--- config.mk ---
export PLATFORM = sky130hd
export DESIGN_NAME = ief_top
export DESIGN_NICKNAME = d
export VERILOG_FILES = /design/src/rtl/ief_pkg.sv /design/src/rtl/ief_sync.sv /design/src/rtl/ief_phase.sv /design/src/rtl/ief_top.sv
export VERILOG_INCLUDE_DIRS = /design/src /design/src/rtl
export SDC_FILE = /design/constraint.sdc
export NUM_CORES = 1
export LEC_CHECK = 0
export ABC_AREA = 1
export ABC_CLOCK_PERIOD_IN_PS = 1800
export BUFFER_PORTS_ARGS = -buffer_cell sky130_fd_sc_hd__buf_2
export CAP_MARGIN = 20
export CORE_MARGIN = 2
export CORE_UTILIZATION = 35
export DETAILED_ROUTE_END_ITERATION = 10
export HOLD_SLACK_MARGIN = 0.15
export SETUP_SLACK_MARGIN = 0.05
export SLEW_MARGIN = 30
export SYNTH_ARGS = -nofsm -noshare
export SYNTH_HDL_FRONTEND = slang
export SYNTH_SLANG_ARGS = --single-unit
--- constraint.sdc ---
create_clock -name clock_i -period 1.8 [get_ports clock_i]
set_input_delay 0.18 -clock clock_i [delete_from_list [all_inputs] [get_ports clock_i]]
set_output_delay 0.18 -clock clock_i [all_outputs]
set_load 0.02 [all_outputs]
--- src/rtl/ief_map.svh ---
`ifndef IEF_MAP_SVH
`define IEF_MAP_SVH

// Register byte addresses
`define IEF_OFF_CONTROL 8'h00
`define IEF_OFF_PEN_ONE 8'h04
`define IEF_OFF_PEN_TWO 8'h08
`define IEF_OFF_PFL_ONE 8'h0C
`define IEF_OFF_PFL_TWO 8'h10
`define IEF_OFF_OPTION 8'h14
`define IEF_OFF_STATUS 8'h18

// Interrupt control field positions
`define IEF_BIT_GLOBAL_EN 7
`define IEF_BIT_PERIPH_EN 6
`define IEF_BIT_TIMER_EN 5
`define IEF_BIT_EXTE 4
`define IEF_BIT_CDE 3
`define IEF_BIT_T0F 2
`define IEF_BIT_EXTF 1
`define IEF_BIT_CDF 0

// Option register field positions
`define IEF_BIT_EDGE 0
`define IEF_BIT_ANALOG 1

// Status register field positions
`define IEF_BIT_ST_REQ 0
`define IEF_BIT_ST_WAIT 1
`define IEF_BIT_ST_ARM 2
`define IEF_BIT_ST_PIN 3

// Implemented bits of the peripheral enable and flag registers
`define IEF_MASK_ONE 8'h73
`define IEF_MASK_TWO 8'hB2

// Reset values
`define IEF_RST_CONTROL 8'h00
`define IEF_RST_PERIPH 8'h00
`define IEF_RST_OPTION 8'h02

// Timing
`define IEF_CLK_PER_TCY 4
`define IEF_LATENCY_TCY 3
`define IEF_VECTOR 13'h0004

`endif

--- src/rtl/ief_pkg.sv ---
package ief_pkg;

    typedef enum logic [1:0] {
        IEF_Q1,
        IEF_Q2,
        IEF_Q3,
        IEF_Q4
    } ief_phase_type;

    typedef enum logic {
        IEF_IDLE,
        IEF_WAIT
    } ief_take_type;

    typedef struct packed {
        logic psel;
        logic penable;
        logic pwrite;
        logic [7:0] paddr;
        logic [31:0] pwdata;
    } ief_apb_req_type;

    typedef struct packed {
        logic pready;
        logic pslverr;
        logic [31:0] prdata;
    } ief_apb_rsp_type;

    typedef struct packed {
        logic timer0_rollover;
        logic change_detect;
        logic [7:0] periph_one;
        logic [7:0] periph_two;
    } ief_evt_type;

    typedef struct packed {
        logic irq_req;
        logic vector_load;
        logic [12:0] vector;
        logic wake;
    } ief_core_type;

endpackage

--- src/rtl/ief_sync.sv ---
`timescale 1ns/10ps
`default_nettype none
module ief_sync (
    input wire logic clock_i,
    input wire logic sys_rst_i,
    input wire logic async_i,
    output logic sync_o
);
    logic meta_q;
    logic sync_q;

    always_ff @(posedge clock_i) begin
        if (sys_rst_i) begin
            meta_q <= 1'b0;
            sync_q <= 1'b0;
        end else begin
            meta_q <= async_i;
            sync_q <= meta_q;
        end
    end

    assign sync_o = sync_q;
endmodule
`default_nettype wire

--- src/rtl/ief_phase.sv ---
`timescale 1ns/10ps
`default_nettype none
`include "ief_map.svh"
module ief_phase
    import ief_pkg::*;
(
    input wire logic clock_i,
    input wire logic sys_rst_i,
    output ief_phase_type phase_o,
    output logic q1_o,
    output logic q4_o
);
    ief_phase_type phase_q;
    ief_phase_type phase_d;

    // One instruction cycle is four clocks, Q1 through Q4
    always_comb begin
        phase_d = IEF_Q1;
        unique case (phase_q)
            IEF_Q1: phase_d = IEF_Q2;
            IEF_Q2: phase_d = IEF_Q3;
            IEF_Q3: phase_d = IEF_Q4;
            IEF_Q4: phase_d = IEF_Q1;
        endcase
    end

    always_ff @(posedge clock_i) begin
        if (sys_rst_i) begin
            phase_q <= IEF_Q1;
        end else begin
            phase_q <= phase_d;
        end
    end

    assign phase_o = phase_q;
    assign q1_o = (phase_q == IEF_Q1);
    assign q4_o = (phase_q == IEF_Q4);
endmodule
`default_nettype wire

--- src/rtl/ief_top.sv ---
// Function
// - External pin edge, polarity chosen by select
// - Selected edge sets external pin flag
// - Pin enable low blocks pin request
// - Pin wakes sleep only if enabled before
// - Analog pin reads zero, never interrupts
// - Pin flag set in Q4-Q1, sampled Q1
// - Take latency three instruction cycles after sample
// - Flags set regardless of any enable
// - Global enable bit 7 gates every request, not sleep wake
// - Peripheral enable bit 6 gates peripherals
// - Timer0, pin, change enables at 5,4,3
// - Timer0 rollover sets flag bit 2
// - Change detect sets flag bit 0
// - Control register read/write, pin flag bit 1
// - Enable one bits 6,5,4,1,0; others zero
// - Enable two bits 7,5,4,1; others zero
// - Taking clears global enable, vector 0004h
// - Flags one match enable one positions
// - Flags two match enable two positions
`timescale 1ns/10ps
`default_nettype none
`include "ief_map.svh"
module ief_top
    import ief_pkg::*;
(
    input wire logic clock_i,
    input wire logic sys_rst_i,
    input wire ief_apb_req_type apb_i,
    output ief_apb_rsp_type apb_o,
    input wire logic ext_irq_pin_i,
    input wire ief_evt_type evt_i,
    input wire logic sleep_i,
    input wire logic return_from_irq_i,
    output ief_core_type core_o,
    output logic pin_level_o
);
    // =====================================================
    // Helpers
    // =====================================================
    function automatic logic addr_hit(input logic [7:0] addr, input logic [7:0] off);
        addr_hit = (addr == off);
    endfunction

    function automatic logic any_term(input logic [7:0] flags, input logic [7:0] enables);
        any_term = |(flags & enables);
    endfunction

    // =====================================================
    // Instruction cycle phases and pin synchroniser
    // =====================================================
    logic q1;
    logic q4;
    logic pin_sync;

    ief_phase u_phase (
        .clock_i(clock_i),
        .sys_rst_i(sys_rst_i),
        .phase_o(),
        .q1_o(q1),
        .q4_o(q4)
    );

    ief_sync u_pin_sync (
        .clock_i(clock_i),
        .sys_rst_i(sys_rst_i),
        .async_i(ext_irq_pin_i),
        .sync_o(pin_sync)
    );

    // =====================================================
    // Registers
    // =====================================================
    logic [7:0] control_q;
    logic [7:0] control_d;
    logic [7:0] pen_one_q;
    logic [7:0] pen_one_d;
    logic [7:0] pen_two_q;
    logic [7:0] pen_two_d;
    logic [7:0] pfl_one_q;
    logic [7:0] pfl_one_d;
    logic [7:0] pfl_two_q;
    logic [7:0] pfl_two_d;
    logic [7:0] option_q;
    logic [7:0] option_d;
    logic [31:0] prdata_q;
    logic [31:0] prdata_d;
    logic pin_prev_q;
    logic edge_pend_q;
    logic edge_pend_d;
    logic req_q;
    logic wake_arm_q;
    logic sleep_prev_q;
    logic vec_load_q;
    logic [12:0] vector_q;
    ief_take_type take_q;
    ief_take_type take_d;
    logic [1:0] lat_q;
    logic [1:0] lat_d;

    // =====================================================
    // APB decode
    // =====================================================
    wire setup = apb_i.psel & ~apb_i.penable;
    wire access = apb_i.psel & apb_i.penable;
    wire hit_control = addr_hit(apb_i.paddr, `IEF_OFF_CONTROL);
    wire hit_pen_one = addr_hit(apb_i.paddr, `IEF_OFF_PEN_ONE);
    wire hit_pen_two = addr_hit(apb_i.paddr, `IEF_OFF_PEN_TWO);
    wire hit_pfl_one = addr_hit(apb_i.paddr, `IEF_OFF_PFL_ONE);
    wire hit_pfl_two = addr_hit(apb_i.paddr, `IEF_OFF_PFL_TWO);
    wire hit_option = addr_hit(apb_i.paddr, `IEF_OFF_OPTION);
    wire hit_status = addr_hit(apb_i.paddr, `IEF_OFF_STATUS);
    wire hit_any = hit_control | hit_pen_one | hit_pen_two | hit_pfl_one | hit_pfl_two | hit_option | hit_status;
    wire wr = access & apb_i.pwrite & hit_any;
    wire [7:0] wbyte = apb_i.pwdata[7:0];
    wire wr_control = wr & hit_control;
    wire wr_pen_one = wr & hit_pen_one;
    wire wr_pen_two = wr & hit_pen_two;
    wire wr_pfl_one = wr & hit_pfl_one;
    wire wr_pfl_two = wr & hit_pfl_two;
    wire wr_option = wr & hit_option;

    // Zero wait states: read data is captured in setup so prdata comes from a flop
    assign apb_o.pready = 1'b1;
    assign apb_o.pslverr = access & ~hit_any;
    assign apb_o.prdata = prdata_q;

    // =====================================================
    // External pin edge detection
    // =====================================================
    wire ext_edge_select = option_q[`IEF_BIT_EDGE];
    wire analog_select = option_q[`IEF_BIT_ANALOG];
    // Analog pins read zero, so they can never produce an edge
    wire pin_digital = pin_sync & ~analog_select;
    wire pin_rise = pin_digital & ~pin_prev_q;
    wire pin_fall = ~pin_digital & pin_prev_q;
    wire edge_hit = ext_edge_select ? pin_rise : pin_fall;
    // Flag may only change in the Q4-Q1 window; earlier edges wait here
    wire flag_window = q4 | q1;
    wire ext_set = (edge_hit | edge_pend_q) & flag_window;

    always_comb begin
        edge_pend_d = edge_pend_q;
        if (flag_window) begin
            edge_pend_d = 1'b0;
        end else if (edge_hit) begin
            edge_pend_d = 1'b1;
        end
    end

    // =====================================================
    // Interrupt request
    // =====================================================
    wire global_irq_enable = control_q[`IEF_BIT_GLOBAL_EN];
    wire peripheral_irq_enable = control_q[`IEF_BIT_PERIPH_EN];
    wire timer0_overflow_enable = control_q[`IEF_BIT_TIMER_EN];
    wire ext_pin_enable = control_q[`IEF_BIT_EXTE];
    wire change_detect_enable = control_q[`IEF_BIT_CDE];
    wire timer0_overflow_flag = control_q[`IEF_BIT_T0F];
    wire ext_pin_flag = control_q[`IEF_BIT_EXTF];
    wire change_detect_flag = control_q[`IEF_BIT_CDF];

    wire periph_term = any_term(pfl_one_q, pen_one_q) | any_term(pfl_two_q, pen_two_q);
    wire ext_term = ext_pin_flag & ext_pin_enable;
    wire core_term = (timer0_overflow_flag & timer0_overflow_enable) | ext_term
        | (change_detect_flag & change_detect_enable);
    wire masked_any = core_term | (periph_term & peripheral_irq_enable);
    wire request = masked_any & global_irq_enable;

    // Taking sequence: sampled request counted over whole instruction cycles
    // A request withdrawn in the very take cycle must not be taken either
    wire take_fire = (take_q == IEF_WAIT) & q1 & req_q & request & (lat_q == 2'(`IEF_LATENCY_TCY - 1));

    always_comb begin
        take_d = take_q;
        lat_d = lat_q;
        unique case (take_q)
            IEF_IDLE: begin
                if (q1 & request) begin
                    take_d = IEF_WAIT;
                    lat_d = 2'h0;
                end
            end
            IEF_WAIT: begin
                // A request withdrawn before the take is dropped, not serviced late
                if (~global_irq_enable | ~masked_any) begin
                    take_d = IEF_IDLE;
                end else if (take_fire) begin
                    take_d = IEF_IDLE;
                end else if (q1) begin
                    lat_d = lat_q + 2'h1;
                end
            end
        endcase
    end

    // =====================================================
    // Register next values
    // =====================================================
    // Hardware sets win over software writes in the same cycle
    always_comb begin
        control_d = wr_control ? wbyte : control_q;
        if (return_from_irq_i) begin
            control_d[`IEF_BIT_GLOBAL_EN] = 1'b1;
        end
        if (take_fire) begin
            control_d[`IEF_BIT_GLOBAL_EN] = 1'b0;
        end
        control_d[`IEF_BIT_T0F] = control_d[`IEF_BIT_T0F] | evt_i.timer0_rollover;
        control_d[`IEF_BIT_EXTF] = control_d[`IEF_BIT_EXTF] | ext_set;
        control_d[`IEF_BIT_CDF] = control_d[`IEF_BIT_CDF] | evt_i.change_detect;
    end

    assign pen_one_d = wr_pen_one ? (wbyte & `IEF_MASK_ONE) : pen_one_q;
    assign pen_two_d = wr_pen_two ? (wbyte & `IEF_MASK_TWO) : pen_two_q;
    assign pfl_one_d = ((wr_pfl_one ? wbyte : pfl_one_q) | evt_i.periph_one) & `IEF_MASK_ONE;
    assign pfl_two_d = ((wr_pfl_two ? wbyte : pfl_two_q) | evt_i.periph_two) & `IEF_MASK_TWO;
    assign option_d = wr_option ? (wbyte & 8'h03) : option_q;

    wire [7:0] status_byte = {4'h0, pin_digital, wake_arm_q, (take_q == IEF_WAIT), req_q};

    always_comb begin
        prdata_d = prdata_q;
        if (setup & ~apb_i.pwrite) begin
            prdata_d = 32'h00000000;
            if (hit_control) begin
                prdata_d = {24'h000000, control_q};
            end else if (hit_pen_one) begin
                prdata_d = {24'h000000, pen_one_q};
            end else if (hit_pen_two) begin
                prdata_d = {24'h000000, pen_two_q};
            end else if (hit_pfl_one) begin
                prdata_d = {24'h000000, pfl_one_q};
            end else if (hit_pfl_two) begin
                prdata_d = {24'h000000, pfl_two_q};
            end else if (hit_option) begin
                prdata_d = {24'h000000, option_q};
            end else if (hit_status) begin
                prdata_d = {24'h000000, status_byte};
            end
        end
    end

    // =====================================================
    // Sleep wake-up
    // =====================================================
    // Pin enable is captured on the way into sleep; enabling it later does not wake
    wire sleep_entry = sleep_i & ~sleep_prev_q;
    wire other_wake = (timer0_overflow_flag & timer0_overflow_enable)
        | (change_detect_flag & change_detect_enable) | (periph_term & peripheral_irq_enable);
    wire wake = sleep_i & ((ext_term & wake_arm_q) | other_wake);

    // =====================================================
    // Flops
    // =====================================================
    always_ff @(posedge clock_i) begin
        if (sys_rst_i) begin
            control_q <= `IEF_RST_CONTROL;
            pen_one_q <= `IEF_RST_PERIPH;
            pen_two_q <= `IEF_RST_PERIPH;
            pfl_one_q <= `IEF_RST_PERIPH;
            pfl_two_q <= `IEF_RST_PERIPH;
            option_q <= `IEF_RST_OPTION;
            prdata_q <= 32'h00000000;
        end else begin
            control_q <= control_d;
            pen_one_q <= pen_one_d;
            pen_two_q <= pen_two_d;
            pfl_one_q <= pfl_one_d;
            pfl_two_q <= pfl_two_d;
            option_q <= option_d;
            prdata_q <= prdata_d;
        end
    end

    always_ff @(posedge clock_i) begin
        if (sys_rst_i) begin
            pin_prev_q <= 1'b0;
            edge_pend_q <= 1'b0;
            sleep_prev_q <= 1'b0;
            wake_arm_q <= 1'b0;
        end else begin
            pin_prev_q <= pin_digital;
            edge_pend_q <= edge_pend_d;
            sleep_prev_q <= sleep_i;
            if (sleep_entry) begin
                wake_arm_q <= ext_pin_enable;
            end else if (~sleep_i) begin
                wake_arm_q <= 1'b0;
            end
        end
    end

    always_ff @(posedge clock_i) begin
        if (sys_rst_i) begin
            req_q <= 1'b0;
            take_q <= IEF_IDLE;
            lat_q <= 2'h0;
            vec_load_q <= 1'b0;
            vector_q <= 13'h0000;
        end else begin
            if (q1) begin
                req_q <= request;
            end
            take_q <= take_d;
            lat_q <= lat_d;
            vec_load_q <= take_fire;
            if (take_fire) begin
                vector_q <= `IEF_VECTOR;
            end
        end
    end

    assign core_o.irq_req = req_q;
    assign core_o.vector_load = vec_load_q;
    assign core_o.vector = vector_q;
    assign core_o.wake = wake;
    assign pin_level_o = pin_digital;
endmodule
`default_nettype wire

* Yosys cells after proc, flatten, opt, wreduce, memory -nomap -nowiden
Index checks and enable logic that the tools add are counted.
Word-level totals: output and inout bits 51, memory bits (read-only) 0, memory bits (writable) 0, register bits after elaboration 78, bits in latches 0, memories 0, bits of input ports 66
Operators by class: magnitude comparators 0, $add $sub $neg 1, bitwise gates (word level) 62, shift-type cells 0, div/mod/pow operators 0, multiplexer cells 24, equal/unequal tests 15, reductions and logical operators 8, multipliers 0
Operators with widths (count):
- 8-bit two-way mux | 7
- 1-bit bitwise AND | 29
- 8-bit by 5-bit == test with 1-bit output (second input constant) | 3
- 1-bit OR | 19
- 8-bit by 4-bit == test with 1-bit output (second input constant) | 2
- 8-bit OR reduction | 2
- 1-bit inverter | 10
- 8-bit bitwise AND | 1
- 8-bit by 3-bit == test with 1-bit output (second input constant) | 1
- 8-bit zero test | 1
- 2-bit two-way mux | 4
- 4-bit two-way mux | 2
- 2-bit inequality test (second input constant) | 4
- 8-bit OR | 1
- 2-bit one-hot mux with 4 select lines | 1
- 7-bit bitwise AND | 1
- 1-bit two-way mux | 7
- 7-bit two-way mux | 1
- 7-bit OR | 1
- 2-bit == test (second input constant) | 3
- 2-bit one-hot mux with 2 select lines | 1
- 4-bit AND reduction | 1
- 2-bit OR reduction | 2
- 2-bit by 1-bit adder with 2-bit output (second input constant) | 1
- other kinds (5) | 5

* Logic depth before layout (Yosys ltp)
depth in word-level cells 11, mapped depth 11

* Cells and area by module
Synthesis repeated with hierarchy kept, for this count alone.
Unflattened totals: cells, all modules 421, area, all modules 2839.0 um^2
Modules (own cells, without submodules):
- ief_top | area an instance 2683.8 um^2, times used 1, sequential area each 920.9 um^2, cells an instance 404
- ief_phase | area an instance 100.1 um^2, times used 1, sequential area each 40.0 um^2, cells an instance 11
- ief_sync | area an instance 55.1 um^2, times used 1, sequential area each 40.0 um^2, cells an instance 6

* Worst setup path before layout
OpenSTA, ideal clock, no wires.
path type input port to flip-flop, start in apb_i[39] (netlist name), end reg pen_one_q[6], path buffers 1, required time 1.668 ns, arrival 1.223 ns, setup slack 0.445 ns, cell stages on the path 10, cell sequence nor2_1 nand3_1 nor2_4 nor2_1 nand3_2 and2_1 buf_6 nand2_2 nand2_1 a21oi_1
Between the ends: cells in the longest elaborated chain, start to end 9
Ends and longest elaborated chain:
- from (decl) | RTL line ief_top.sv:29 | input wire ief_apb_req_type apb_i,
- 8-bit by 3-bit == test with 1-bit output or 8-bit zero test (tied branches) | RTL line ief_top.sv:42 | addr_hit = (addr == off);
- 1-bit OR (6 in a row) | RTL line ief_top.sv:113 | wire hit_any = hit_control | hit_pen_one | hit_pen_two | hit_pfl_one | hit_pfl_two | hit_option | hit_status;
- 1-bit bitwise AND | RTL line ief_top.sv:114 | wire wr = access & apb_i.pwrite & hit_any;
- 1-bit bitwise AND (*) | RTL line ief_top.sv:117 | wire wr_pen_one = wr & hit_pen_one;
- to (signal assigned) | RTL line ief_top.sv:259 | pen_one_q <= `IEF_RST_PERIPH;
- to (signal assigned) | RTL line ief_top.sv:267 | pen_one_q <= pen_one_d;
- to (decl) | RTL line ief_top.sv:76 | logic [7:0] pen_one_q;
Mark *: on every way between the ends. The rest lies on a longest branch, timed or not. A chain may end at the register's enable or synchronous reset.

==> summary.txt <==
Run status
  • Outcome: complete, no violations

Timing
  • Post-route setup slack: 0.231 ns
  • F_max: 637 MHz
  • Period utilisation layout: 87.2%
  • Final setup viols: 0
  • Slew @ Worst Pin: 0.592 ns
  • Rel. slew slack: 60.5%
  • Clock Skew: 0.00348 ns
  • Slew Limit Fails: 0
  • Final Hold Viols: 0
  • Fin crit period: 1.57 ns
  • RSZ-0062 raised after global routing: false
  • Final TNS setup: 0 ns

Yosys
  • Post-synth top area share: 35.1%
  • Synthesis-stage register bit count: 50
  • Syn avg cell area: 6.80 um^2
  • Synth area leaders: dfxtp_1, nand2_1, buf_4
  • Syn. warnings: 0
  • Top FF cell, synth: dfxtp_1
  • Cell taking the most area after synthesis: dfxtp_1
  • Seq/Total Area, Yosys: 35.1%
  • Synth async-reset ratio: 0%
  • Syn Inst Count: 419
  • Number of synthesized flops with an enable pin: 0
  • Post-synth cell types: 32
  • Synthesized area: 0.00285 mm^2

Worst setup path
  • Worst path cell trace: nand2_1, and3_1, nand2_1, nand2_2, nand4_1, nand2_1, inv_1, buf_2
  • Crit path max fanout: 3
  • Max incr delay on CP: 0.37 ns
  • Slowest CP cell: dfxtp_1
  • Crit Path Class: reg2out
  • CP Launch Point: pfl_two_q[7]$_SDFF_PP0_
  • Crit path DAT: 1.39 ns
  • CP Capture Type: primary output
  • CP required: 1.62 ns
  • CP startpoint kind: flip-flop
  • Most used cell, CP: nand2_1
  • Worst reg2reg startpoint: pfl_two_q[7]$_SDFF_PP0_

Clocking
  • CTS tree: done
  • Clk_lat worst skew: 0.30 ns
  • H-tree depth: 2
  • CTS max path bufs: 2
  • Sink Count: 50
  • Clk Tree Root Cell: clkbuf_8
  • Number of CTS-inserted buffers: 5
  • Clock transition at path regs: 0.09 ns

Routing
  • Number of routed nets with antenna violations: 0
  • DR WL/cell: 12.3 um
  • Final WL: 7210 um
  • Via density: 4.68
  • DRT iter0 DRCs: 126
  • Total via count in the routed design: 2752
  • DRC Markers: 0
  • DRT Pass-1 Iters: 4

Power
  • Internal power: 1.72 mW
  • Logic pwr share: 14.7%
  • Psw: 650 uW
  • Switch share: 27.4%
  • Clock Power Share: 35.8%
  • Max rail drop VDD: 0.315 mV
  • Seq pwr share: 49.5%
  • P per Cell Area: 702 mW/mm^2
  • P_leak: 1.67 nW

Placement
  • I/O Buffers: 48
  • Detailed Place HPWL: 5440 um
  • Post-Place Worst Slack: 0.0626 ns
  • Placer Congestion: 0.880

Floorplanning
  • Area of the core: 0.00781 mm^2
  • Ports: 117
  • Die area: 0.00887 mm^2
  • DIE HEIGHT: 94.2 um
  • Site row count: 32
  • Overall die width: 94.2 um
  • Initial Util: 36.5%

Layout
  • Post-layout util: 43.3%
  • ANT cells: 0
  • Final #Nets: 554
  • Seq. cell area: 0.00101 mm^2
  • Share of cells above drive strength 1: 18.7%
  • Multi-input logic area: 0.00143 mm^2
  • Syn-to-layout area delta: 18.8%
  • Fillcell total: 839

Global route
  • Met3 usage: 2.97%
  • GR Overflow Total: 0
  • Largest net degree at the start of global routing: 20
  • Total track usage: 16.9%
  • Vias in the first global route: 2482
  • Met1 Track Usage GR: 23.1%
  • M2 GR Usage: 27.9%
  • Initial antenna violation count: 0
  • Busiest grt layer: met2
  • First-pass GRT wire length: 11900 um

Min path
  • Hold WC Path Type: in2reg
  • Hold_sp: evt_i[9]

Run
  • Max_cap viols: 0
synth_stat cells (6+ instances only):
| master | number |
|---|---|
| a21oi_1 | 24 |
| buf_4 | 40 |
| clkbuf_1 | 6 |
| dfxtp_1 | 50 |
| inv_1 | 53 |
| nand2_1 | 100 |
| nand3_1 | 32 |
| nand3b_1 | 11 |
| nand4_1 | 20 |
| nor2_1 | 37 |
| o21ai_0 | 6 |
repair_timing:
item                       in CTS  in global routing
gates resized for setup         0                  6
hold buffers                   13                  0
setup buffers                   0                  0
hold endpoints to repair       13                  0
setup endpoints to repair       0                  3
final cells by class:
type / instances / share of cell area, %
Clock buffer: 6 / 2.44
Clock inverter: 2 / 1.15
Inverter: 55 / 6.10
Multi-Input combinational cell: 299 / 42.2
Sequential cell: 50 / 29.7
Tap cell: 102 / 3.77
Timing Repair Buffer: 74 / 14.6
metal layers:
metal | up-vias | routed length, um
li1 | 1390 | -
met2 | 98 | 3340
met3 | 4 | 525
met5 | - | 0
met4 | 0 | 38
met1 | 1260 | 3300
logic make-up (layout without fill, tap and decap cells):
| kind of cell | after synthesis | count (layout) | share of synthesized area, % |
|---|---|---|---|
| flops | 50 | 50 | 35.1 |
| buf+inv | 105 | 137 | 19.5 |
| compound gates | 40 | 40 | 7.56 |
| simple gates | 219 | 219 | 36.2 |
| other cells | 2 | 37 | 0.264 |
| fa+ha+maj | 3 | 3 | 1.32 |
worst max-delay path, delay by kind of cell (launching register included):
kind | cells | cell delay (ns)
and+or+nand+nor | 6 | 0.53
DFF | 1 | 0.37
buffers and inverters | 2 | 0.19
flip-flops by register name (all words and copies together), names as in the netlist:
name	flops
u_phase.phase_o	2
u_pin_sync.meta_q	1
vector_q	1
control_q	8
take_q	1
sleep_prev_q	1
pin_prev_q	1
pfl_one_q	5
u_pin_sync.sync_o	1
wake_arm_q	1
pen_two_q	4
pfl_two_q	4
vec_load_q	1
lat_q	2
prdata_q	8
pen_one_q	5
req_q	1
option_q	2
edge_pend_q	1
through the flow:
stage | area (um^2) | cells | power, mW | hold slack (ns)
floorplan | 2980 | 454 | 1.47 | 0.287
finish | 3380 | 588 | 2.37 | 0.162
global placement | 3120 | 567 | 1.51 | 0.383
CTS | 3370 | 588 | 2.39 | 0.161
detailed placement | 3120 | 567 | 1.52 | 0.387
global route | 3380 | 588 | 2.49 | 0.162
layout by cell type, fill, tap and decap left out, types with 6 or more instances in the layout:
master,netlist,final
nand3b_1,11,11
o21ai_0,6,6
dlygate4sd3_1,0,13
inv_1,53,53
nor2_1,37,36
buf_4,40,11
conb_1,2,37
nand3_1,32,32
buf_2,3,48
nand4_1,20,20
dfxtp_1,50,46
nand2_1,100,99
a21oi_1,24,24
clkbuf_8,0,6
path summary, 6_finish.rpt:
path                                   to  slack [ns]  depth (start not counted)
max                             core_o[0]        0.23                          8
min               pfl_one_q[1]$_SDFF_PP0_        0.16                          4
max reg2reg         lat_q[0]$_SDFFE_PP0P_        0.30                         10
min reg2reg  u_pin_sync.sync_o$_SDFF_PP0_        0.41                          2
power by group through the flow:
stage          clock [mW]  combinational [mW]  sequential, mW
2_1_floorplan           0               0.275            1.20
3_3_place_gp            0               0.314            1.20
3_5_place_dp            0               0.322            1.20
4_1_cts             0.869               0.345            1.17
5_1_grt             0.918               0.391            1.18
6_report            0.849               0.348            1.18
No activity file was read; power rests on OpenSTA's default activity.
